`config.mk`:
```
export PLATFORM = sky130hd
export DESIGN_NAME = dwr_top
export DESIGN_NICKNAME = d
export VERILOG_FILES = /design/src/rtl/dwr_pkg.sv /design/src/rtl/dwr_sync.sv /design/src/rtl/dwr_tick_cnt.sv /design/src/rtl/dwr_top.sv
export SDC_FILE = /design/constraint.sdc
export NUM_CORES = 1
export LEC_CHECK = 0
export BUFFER_PORTS_ARGS = -buffer_cell sky130_fd_sc_hd__buf_2
export CAP_MARGIN = 20
export CORE_MARGIN = 3
export CORE_UTILIZATION = 40
export DETAILED_ROUTE_END_ITERATION = 12
export PLACE_DENSITY_LB_ADDON = 0.08
export SETUP_SLACK_MARGIN = 0.05
export SLEW_MARGIN = 15
export SYNTH_ARGS = -nofsm -noshare
export SYNTH_HDL_FRONTEND = slang
export SYNTH_SLANG_ARGS = --single-unit
```
`constraint.sdc`:
```
create_clock -name clk_i -period 2.9 [get_ports clk_i]
set_clock_uncertainty 0.05 [all_clocks]
set_input_delay 0.58 -clock clk_i [delete_from_list [all_inputs] [get_ports clk_i]]
set_output_delay 0.58 -clock clk_i [all_outputs]
set_load 0.02 [all_outputs]
```
`src/rtl/dwr_pkg.sv`:
```
/*
 * Shared constants, types and timing tables of the DRAM wait/ack and RAS timing block.
 * Assumes a single controller clock; all counts are in controller clock edges.
 */
package dwr_pkg;

  // ----------------------------------------------------------------
  // Register map and field layout
  // ----------------------------------------------------------------
  localparam logic [7:0] DWR_CFG_OFS       = 8'h00;
  localparam logic [7:0] DWR_STAT_OFS      = 8'h04;
  localparam logic [7:0] DWR_CFG_RST       = 8'h00;
  localparam int         DWR_ACK_STYLE_BIT = 7;
  localparam int         DWR_BW_LSB        = 4;
  localparam int         DWR_DLY_LSB       = 2;
  localparam int         DWR_RAS_LSB       = 0;

  // ----------------------------------------------------------------
  // Release points of the first wait/ack, in clk_i cycles after RAS
  // ----------------------------------------------------------------
  localparam logic [1:0] DWR_REL_AT_RAS = 2'h0;
  localparam logic [1:0] DWR_REL_FALL   = 2'h1;
  localparam logic [1:0] DWR_REL_RISE   = 2'h2;
  localparam logic [1:0] DWR_REL_FALL2  = 2'h3;

  typedef enum logic [1:0] {
    DWR_IDLE = 2'b00,
    DWR_ACC  = 2'b01,
    DWR_RFSH = 2'b10
  } dwr_state_e;

  // ----------------------------------------------------------------
  // Timing tables
  // ----------------------------------------------------------------
  function automatic logic [2:0] dwr_rfsh_len(input logic [1:0] sel);
    unique case (sel)
      2'h0:    return 3'h2;
      2'h1:    return 3'h3;
      2'h2:    return 3'h2;
      default: return 3'h4;
    endcase
  endfunction

  function automatic logic [2:0] dwr_prech_len(input logic [1:0] sel);
    unique case (sel)
      2'h0:    return 3'h1;
      2'h1:    return 3'h2;
      2'h2:    return 3'h2;
      default: return 3'h3;
    endcase
  endfunction

  function automatic logic [2:0] dwr_grant_len(input logic [1:0] sel);
    return sel[0] ? 3'h2 : 3'h1;
  endfunction

  function automatic logic [1:0] dwr_rel_len(input logic ack, input logic [1:0] dsel,
                                             input logic dly);
    if (ack) begin
      unique case (dsel)
        2'h0:    return DWR_REL_AT_RAS;
        2'h1:    return DWR_REL_RISE;
        2'h2:    return DWR_REL_FALL;
        default: return DWR_REL_FALL2;
      endcase
    end
    unique case (dsel)
      2'h0:    return DWR_REL_AT_RAS;
      2'h1:    return DWR_REL_FALL;
      2'h2:    return dly ? DWR_REL_FALL : DWR_REL_AT_RAS;
      default: return DWR_REL_RISE;
    endcase
  endfunction

endpackage

```
`src/rtl/dwr_sync.sv`:
```
/*
 * Two-flop synchroniser for a group of pins.
 * Assumes the inputs are asynchronous levels; pulses shorter than one clock may be lost.
 */
module dwr_sync import dwr_pkg::*; #(
  parameter int W = 1
) (
  // Clock and reset
  input  wire logic         clk_i,
  input  wire logic         rst_i,
  // Pins in, synchronised out
  input  wire logic [W-1:0] d_i,
  output logic      [W-1:0] q_o
);

  logic [W-1:0] meta_q;

  if (W < 1) begin : g_chk
    $error("dwr_sync: W must be at least 1");
  end

  // Reset to all ones: the pins it carries idle high
  always_ff @(posedge clk_i) begin
    if (rst_i) begin
      meta_q <= '1;
      q_o    <= '1;
    end else begin
      meta_q <= d_i;
      q_o    <= meta_q;
    end
  end

endmodule

```
`src/rtl/dwr_tick_cnt.sv`:
```
/*
 * Down counter of controller clock edges with a load and a last-edge flag.
 * Assumes tick_i pulses once per controller rising edge.
 */
module dwr_tick_cnt import dwr_pkg::*; #(
  parameter int W = 3
) (
  // Clock and reset
  input  wire logic         clk_i,
  input  wire logic         rst_i,
  // Control
  input  wire logic         load_i,
  input  wire logic [W-1:0] len_i,
  input  wire logic         tick_i,
  // Status
  output logic              last_o
);

  logic [W-1:0] cnt_q;

  if (W < 2) begin : g_chk
    $error("dwr_tick_cnt: W must be at least 2");
  end

  always_ff @(posedge clk_i) begin
    if (rst_i) begin
      cnt_q <= '0;
    end else if (load_i) begin
      cnt_q <= len_i;
    end else if (tick_i && cnt_q != '0) begin
      cnt_q <= cnt_q - W'(1);
    end
  end

  // Last edge of the interval, or already elapsed
  assign last_o = (cnt_q <= W'(1));

endmodule

```
`src/rtl/dwr_top.sv`:
```
/*
 * Wait/transfer-ack generation and RAS timing of a DRAM controller, with a
 * classic Wishbone slave for configuration and status.
 * Assumes the memory-side pins are asynchronous, and the controller clock is
 * clk_i divided by two (driven out on ctl_clk_o), so each half period is one clk_i.
 */
// Our own choices: the placing of the registers and the Wishbone register port.

// Function
// - Burst field 00, wait style: wait stays negated through the burst.
// - Burst field 00, ack style: ack stays asserted through the burst.
// - Burst 01/10, wait style: wait asserts on negated CAS-extend with request.
// - Burst 01/10, ack style: ack negates on negated CAS-extend with request.
// - Burst 01, wait style: wait negates at next rising edge after CAS-extend.
// - Burst 01, ack style: ack reasserts at next rising edge after CAS-extend.
// - Burst 10, wait style: wait negates in next low phase after CAS-extend.
// - Burst 10, ack style: ack reasserts in next low phase after CAS-extend.
// - Burst 11, wait style: wait simply follows negated CAS-extend.
// - Burst 11, ack style: ack simply follows asserted CAS-extend.
// - Delay 00/10, wait style: no wait for accesses that start undelayed.
// - Delay 00, wait style: delayed access releases wait with the RAS edge.
// - Delay 00, ack style: ack asserts together with access RAS.
// - Delay 01, wait style: wait released in low phase after RAS.
// - Delay 01, ack style: ack asserts on first rising edge after RAS.
// - Delay 10, wait style: delayed access releases wait in low phase after RAS.
// - Delay 10, ack style: ack asserts in low phase after RAS.
// - Delay 11, wait style: wait released on rising edge after RAS.
// - Delay 11, ack style: ack asserts in low phase after next rising edge.
// - Refresh RAS low for 2, 3, 2, 4 rising edges per RAS field.
// - RAS precharge of 1, 2, 2, 3 rising edges per RAS field.
// - After port-B grant change, RAS starts on edge 1 or 2 per field.
// - Style bit: 0 gives wait output, 1 gives transfer-ack output.
module dwr_top import dwr_pkg::*; #(
  parameter int CAS_EXTEND_IN_W    = 4,
  parameter bit DUAL_PORT = 1'b1
) (
  // Clock and reset
  input  wire logic              clk_i,
  input  wire logic              rst_i,
  // Wishbone slave
  input  wire logic              wb_cyc_i,
  input  wire logic              wb_stb_i,
  input  wire logic              wb_we_i,
  input  wire logic [7:0]        wb_adr_i,
  input  wire logic [3:0]        wb_sel_i,
  input  wire logic [31:0]       wb_dat_i,
  output logic      [31:0]       wb_dat_o,
  output logic                   wb_ack_o,
  // Access side
  input  wire logic              access_request_in_n_i,
  input  wire logic [CAS_EXTEND_IN_W-1:0] cas_extend_in_n_i,
  input  wire logic              port_b_grant_i,
  input  wire logic              refresh_req_i,
  // Strobes and handshake
  output logic                   ras_n_o,
  output logic                   wait_n_o,
  output logic                   transfer_ack_out_n_o,
  output logic                   ctl_clk_o
);

  if (CAS_EXTEND_IN_W < 1 || CAS_EXTEND_IN_W > 8) begin : g_chk
    $error("dwr_top: CAS_EXTEND_IN_W must be 1 to 8");
  end

  // ----------------------------------------------------------------
  // Pin synchronisers
  // ----------------------------------------------------------------
  logic [CAS_EXTEND_IN_W+1:0] pin_s;
  logic              req_s;
  logic              cas_s;
  logic              grant_s;

  dwr_sync #(.W(CAS_EXTEND_IN_W + 2)) u_sync (
    .clk_i (clk_i),
    .rst_i (rst_i),
    .d_i   ({~port_b_grant_i, access_request_in_n_i, cas_extend_in_n_i}),
    .q_o   (pin_s)
  );

  // Grant enters inverted so every synchronised pin idles high: no false change after reset
  assign grant_s = ~pin_s[CAS_EXTEND_IN_W+1] & DUAL_PORT;
  assign req_s   = ~pin_s[CAS_EXTEND_IN_W];
  // Any CAS-extend asserted counts as asserted
  assign cas_s   = |(~pin_s[CAS_EXTEND_IN_W-1:0]);

  // ----------------------------------------------------------------
  // Wishbone slave and configuration
  // ----------------------------------------------------------------
  logic [7:0] cfg_q;
  logic       style;
  logic [1:0] bw_sel;
  logic [1:0] dly_sel;
  logic [1:0] ras_sel;
  logic       wb_req;
  logic       cfg_wr;

  assign style   = cfg_q[DWR_ACK_STYLE_BIT];
  assign bw_sel  = cfg_q[DWR_BW_LSB +: 2];
  assign dly_sel = cfg_q[DWR_DLY_LSB +: 2];
  assign ras_sel = cfg_q[DWR_RAS_LSB +: 2];
  assign wb_req  = wb_cyc_i & wb_stb_i & ~wb_ack_o;
  assign cfg_wr  = wb_cyc_i & wb_stb_i & wb_we_i & wb_ack_o & wb_sel_i[0]
                   & (wb_adr_i == DWR_CFG_OFS);

  always_ff @(posedge clk_i) begin
    if (rst_i) begin
      wb_ack_o <= 1'b0;
    end else begin
      wb_ack_o <= wb_req;
    end
  end

  // Write lands on the edge the master samples ack
  always_ff @(posedge clk_i) begin
    if (rst_i) begin
      cfg_q <= DWR_CFG_RST;
    end else if (cfg_wr) begin
      cfg_q <= wb_dat_i[7:0];
    end
  end

  // ----------------------------------------------------------------
  // Controller clock phase
  // ----------------------------------------------------------------
  logic phase_q;
  logic rise;

  // Rise marks the clk_i edge on which the controller clock goes high
  assign rise      = ~phase_q;
  assign ctl_clk_o = phase_q;

  always_ff @(posedge clk_i) begin
    if (rst_i) begin
      phase_q <= 1'b0;
    end else begin
      phase_q <= ~phase_q;
    end
  end

  // ----------------------------------------------------------------
  // RAS sequencing
  // ----------------------------------------------------------------
  dwr_state_e state_q;
  dwr_state_e state_d;
  logic       tmr_load;
  logic [2:0] tmr_len;
  logic       tmr_last;
  logic       gnt_last;
  logic       grant_prev_q;
  logic       grant_chg;
  logic       may_start;
  logic       start;
  logic       rf_pend_q;
  logic       seen_q;
  logic       delayed_q;
  logic [2:0] gnt_len;
  logic       gnt_now;

  dwr_tick_cnt #(.W(3)) u_ras_tmr (
    .clk_i  (clk_i),
    .rst_i  (rst_i),
    .load_i (tmr_load),
    .len_i  (tmr_len),
    .tick_i (rise),
    .last_o (tmr_last)
  );

  assign grant_chg = DUAL_PORT && (grant_s != grant_prev_q);

  dwr_tick_cnt #(.W(3)) u_gnt_tmr (
    .clk_i  (clk_i),
    .rst_i  (rst_i),
    .load_i (grant_chg),
    .len_i  (gnt_len),
    .tick_i (rise),
    .last_o (gnt_last)
  );

  // The edge that first sees the grant change counts as the first rise if it is one
  assign gnt_len = dwr_grant_len(ras_sel) - {2'b00, rise};
  assign gnt_now = rise && (dwr_grant_len(ras_sel) == 3'h1);

  // Port A may start only once the grant has settled back
  assign may_start = tmr_last && !grant_s && (grant_chg ? gnt_now : gnt_last);

  always_comb begin
    state_d  = state_q;
    tmr_load = 1'b0;
    tmr_len  = dwr_prech_len(ras_sel);
    start    = 1'b0;
    if (rise) begin
      unique case (state_q)
        DWR_IDLE: begin
          if (rf_pend_q && tmr_last) begin
            state_d  = DWR_RFSH;
            tmr_load = 1'b1;
            tmr_len  = dwr_rfsh_len(ras_sel);
          end else if (req_s && may_start) begin
            state_d = DWR_ACC;
            start   = 1'b1;
          end
        end
        DWR_ACC: begin
          if (!req_s) begin
            state_d  = DWR_IDLE;
            tmr_load = 1'b1;
          end
        end
        DWR_RFSH: begin
          if (tmr_last) begin
            state_d  = DWR_IDLE;
            tmr_load = 1'b1;
          end
        end
        default: begin
          state_d = DWR_IDLE;
        end
      endcase
    end
  end

  always_ff @(posedge clk_i) begin
    if (rst_i) begin
      state_q      <= DWR_IDLE;
      grant_prev_q <= 1'b0;
    end else begin
      state_q      <= state_d;
      grant_prev_q <= grant_s;
    end
  end

  // A request arriving on the refresh's own clear edge is kept
  always_ff @(posedge clk_i) begin
    if (rst_i) begin
      rf_pend_q <= 1'b0;
    end else if (refresh_req_i) begin
      rf_pend_q <= 1'b1;
    end else if (state_q != DWR_RFSH && state_d == DWR_RFSH) begin
      rf_pend_q <= 1'b0;
    end
  end

  // Delayed access: a rising edge passed while the request waited
  always_ff @(posedge clk_i) begin
    if (rst_i) begin
      seen_q    <= 1'b0;
      delayed_q <= 1'b0;
    end else begin
      if (start) begin
        delayed_q <= seen_q;
      end
      if (start || !req_s || state_q == DWR_ACC) begin
        seen_q <= 1'b0;
      end else if (rise) begin
        seen_q <= 1'b1;
      end
    end
  end

  // ----------------------------------------------------------------
  // Wait and transfer-ack generation
  // ----------------------------------------------------------------
  logic [1:0] rel_q;
  logic [1:0] rel_d;
  logic       fdone_q;
  logic       fdone_d;
  logic       hold_q;
  logic       hold_d;
  logic       acc_d;
  logic       busy_d;

  assign acc_d = (state_d == DWR_ACC);

  // First-access release, counted in half periods from the RAS edge
  always_comb begin
    rel_d   = rel_q;
    fdone_d = fdone_q;
    if (start) begin
      rel_d   = dwr_rel_len(style, dly_sel, seen_q);
      fdone_d = (rel_d == DWR_REL_AT_RAS);
    end else if (state_q == DWR_ACC && !fdone_q) begin
      rel_d   = rel_q - 2'h1;
      fdone_d = (rel_q == 2'h1);
    end
    if (!acc_d) begin
      fdone_d = 1'b0;
    end
  end

  // Burst portion: hold back on negated CAS-extend, release per field
  always_comb begin
    hold_d = hold_q;
    if (!acc_d || !fdone_q || bw_sel == 2'h0) begin
      hold_d = 1'b0;
    end else if (bw_sel == 2'h3) begin
      hold_d = !cas_s;
    end else if (!cas_s && req_s) begin
      hold_d = 1'b1;
    end else if (cas_s && hold_q) begin
      if (bw_sel == 2'h1 && rise) begin
        hold_d = 1'b0;
      end else if (bw_sel == 2'h2 && !rise) begin
        hold_d = 1'b0;
      end
    end
  end

  // Before RAS, wait only where every access waits or once delayed
  assign busy_d = acc_d ? (!fdone_d || hold_d)
                        : (req_s && (dly_sel[0] || seen_q || rise));

  always_ff @(posedge clk_i) begin
    if (rst_i) begin
      rel_q                <= 2'h0;
      fdone_q              <= 1'b0;
      hold_q               <= 1'b0;
      ras_n_o              <= 1'b1;
      wait_n_o             <= 1'b1;
      transfer_ack_out_n_o <= 1'b1;
    end else begin
      rel_q                <= rel_d;
      fdone_q              <= fdone_d;
      hold_q               <= hold_d;
      ras_n_o              <= !(state_d == DWR_ACC || state_d == DWR_RFSH);
      wait_n_o             <= style || !busy_d;
      transfer_ack_out_n_o <= !(style && acc_d && fdone_d && !hold_d);
    end
  end

  // ----------------------------------------------------------------
  // Register read
  // ----------------------------------------------------------------
  always_ff @(posedge clk_i) begin
    if (rst_i) begin
      wb_dat_o <= 32'h0000_0000;
    end else if (wb_req) begin
      unique case (wb_adr_i)
        DWR_CFG_OFS:  wb_dat_o <= {24'h00_0000, cfg_q};
        DWR_STAT_OFS: wb_dat_o <= {23'h00_0000, rf_pend_q, state_q, fdone_q, hold_q,
                                   delayed_q, grant_s, req_s, cas_s};
        default:      wb_dat_o <= 32'h0000_0000;
      endcase
    end
  end
endmodule

```
==> flow_summary.ini <==
[timing]
grt_setup_unrepaired = no
fin_crit_sh_pct = 92.27
max_freq_mhz = 373.7
slew_headroom_pct = 44.05
worst_slew_pin_slew_ns = 0.8393
drv_slew = 0
hold_viol = 0
post-route-min-period_ns = 2.676
report.final.setup_viol = 0
tns_ns = 0

[hold_path]
hp-class = flop to flop

[critical_path]
worstPathMaxFanout = 4
worstPathRequired_ns = 3.05
critical_path_class = flop to flop
worstPathArrival_ns = 2.82
start_kind = flop
path_delay_family = simple AND/OR/NAND/NOR gates
worstSetupEndpointType = flop
cp.buffers_inverters = 2
crit_slowest_cell = or4_4
path_cells = inv_1, ha_1, o21ba_1, or4_4, o32ai_1, mux2i_1, inv_1, ha_1, o21ai_0, mux2_4, or3_1
max_stage_delay_ns = 0.43

[synth]
synth-seq-cells = 50
syn_area_um2 = 2522
synth_top_area_share_pct = 39.68
seq_area_frac_synth_pct = 39.68
ys.flop_type = dfxtp_1
ys_top_cells_by_area = dfxtp_1, buf_4, ha_1
synthArstFlopShare_pct = 0
synth_edf_count = 0
netlist-cell-type-count = 53
syn_area_per_cell_um2 = 9.041
synthesis.yosys.warnings = 0
synth_top_cell_by_area = dfxtp_1
synthCells = 279

[finish]
num-fill-cells = 599
syn_to_final_growth_pct = 12.95
final_area_um2 = 2849
register_area_um2 = 1002
layout.nets = 396
drive_gt1_share_pct = 26.38
stdcell_count = 401
mostFrequentLayoutCells = dfxtp_1, nor2_1, buf_2, conb_1, inv_1
diodes = 0
layout_commonest_cell = dfxtp_1
multi_input_area_um2 = 1318

[placed_design]
hpwl_um = 3642
io_buffers = 42
dpl_cell_area_um2 = 2750
place_congestion = 0.7753
dp_cells = 392

[clocking]
clk_path_buf_depth = 2
cts-root-buf = clkbuf_8
cts.sinks = 50
clock_latency_ns = 0.30
numCtsBuffers = 5
htree_num_levels = 2
clk_pin_slew_worst_paths_ns = 0.10
cts_hold_repair.buffers = 0
cts_tree = built

[power]
leakage_nw = 1.324
powerDensity_nw_per_um2 = 615.7
vdd_drop_max_v = 0.0002645
finalPower_w = 0.001754

[grt]
grt_first_pass_wirelength_um = 8176
grt_antenna_before_repair = 0
grt-ovfl-total = 0
first_global_vias = 1639
grt_max_degree = 51
grt_usage_pct = 14.00

[drt]
drt-total-wl_um = 5041
highest_layer = met4
wl_met1_um = 2586
post_drt_wl_per_cell_um = 12.57
num_vias = 1881
drt_iter0_markers = 69
dr_wl_met2_um = 2210
wl_met3_um = 196
drc = 0
viasPerCell = 4.691
ant_nets = 0
firstDrtPassIters = 4

[floorplanning]
die_area_um2 = 7295
start_util_pct = 41.86
rows = 28
num_io_pins = 93
core_area_um2 = 6026
fp.dieH_um = 85.41
die_width_um = 85.41

[run_status]
run_status = finished, final reports clean

[run]
drv_cap = 0
==> layout make-up <==
| cell class | count | share of cell area (%) |
|---|---|---|
| multi-input combinational | 200 | 46.24 |
| sequential | 50 | 35.18 |
| timing repair buffer | 52 | 10.01 |
| tap | 75 | 3.294 |
| clock buffer | 6 | 2.547 |
| inverter | 16 | 2.108 |
| clock inverter | 2 | 0.6148 |
==> synth_stat cells, drive strengths merged, types with 2 or more instances <==
master,number
nand2,9
a21o,2
a31oi,2
nor4,4
clkbuf,9
o21ai,6
ha,15
and3,3
mux2i,13
nor3,4
nand2b,5
mux2,6
a21oi,9
or4,2
o221ai,2
nand3b,4
buf,26
a211oi,2
inv,16
or2,12
dfxtp,50
a22oi,8
nor2,47
xor2,2
==> logic make-up after synthesis <==
kind of cell / share of synthesized area, %
compound gates: 12.80
xor+xnor: 1.340
fa+ha+maj: 7.440
buf+inv: 11.36
flops: 39.68
mux: 7.986
other cells: 0.1487
simple gates: 19.25
==> metal layers <==
| metal | global-route usage, % | vias to the layer above |
|---|---|---|
| met1 | 20.48 | 839 |
| met4 | 4.748 | 0 |
| met5 | 0 | - |
| met2 | 20.76 | 41 |
| met3 | 2.330 | 4 |
| li1 | - | 997 |
==> metrics by stage <==
stage	util, %	hold slack [ns]	setup slack, ns
5_1_grt	47.28	0.3768	0.06960
6_report	47.28	0.3648	0.2240
2_1_floorplan	-	0.3395	0.09040
4_1_cts	47.13	0.3665	0.1213
3_3_place_gp	45.64	0.3423	0.1389
3_5_place_dp	45.64	0.3429	0.1339
==> flip-flops by register name (all words and copies together), names as in the netlist <==
name,flops
wb_dat_o,9
cfg_q,8
u_sync.meta_q,6
u_sync.q_o,6
u_gnt_tmr.cnt_q,3
u_ras_tmr.cnt_q,3
rel_q,2
state_q,2
ctl_clk_o,1
delayed_q,1
fdone_q,1
grant_prev_q,1
hold_q,1
ras_n_o,1
rf_pend_q,1
seen_q,1
transfer_ack_out_n_o,1
wait_n_o,1
wb_ack_o,1
==> worst register-to-register path, stage by stage (launching register included) <==
cell,delay [ns]
dfxtp_1,0.33
inv_1,0.08
ha_1,0.13
o21ba_1,0.18
or4_4,0.43
o32ai_1,0.26
mux2i_1,0.14
inv_1,0.07
ha_1,0.18
o21ai_0,0.09
mux2_4,0.30
or3_1,0.34
==> worst paths after layout <==
check	depth (start not counted)	endpoint	slack (ns)	start
max	11	transfer_ack_out_n_o	0.22	u_ras_tmr.cnt_q[1]
min	1	u_sync.q_o[1]	0.36	u_sync.meta_q[1]
max reg2reg	11	transfer_ack_out_n_o	0.22	u_ras_tmr.cnt_q[1]
min reg2reg	1	u_sync.q_o[1]	0.36	u_sync.meta_q[1]
==> timing repair <==
| action | 4_1_cts | 5_1_grt |
|---|---|---|
| gates resized for setup | 0 | 1 |
| setup endpoints to repair | 0 | 1 |
| buffers inserted | 0 | 1 |
==> power by group <==
group,total [W],internal (W),leakage [nW],switching [W]
sequential,0.000792,0.000745,0.409,0.0000473
clock,0.000418,0.000176,0.0458,0.000242
combinational,0.000544,0.000249,0.869,0.000294
No activity file was read; power rests on OpenSTA's default activity.
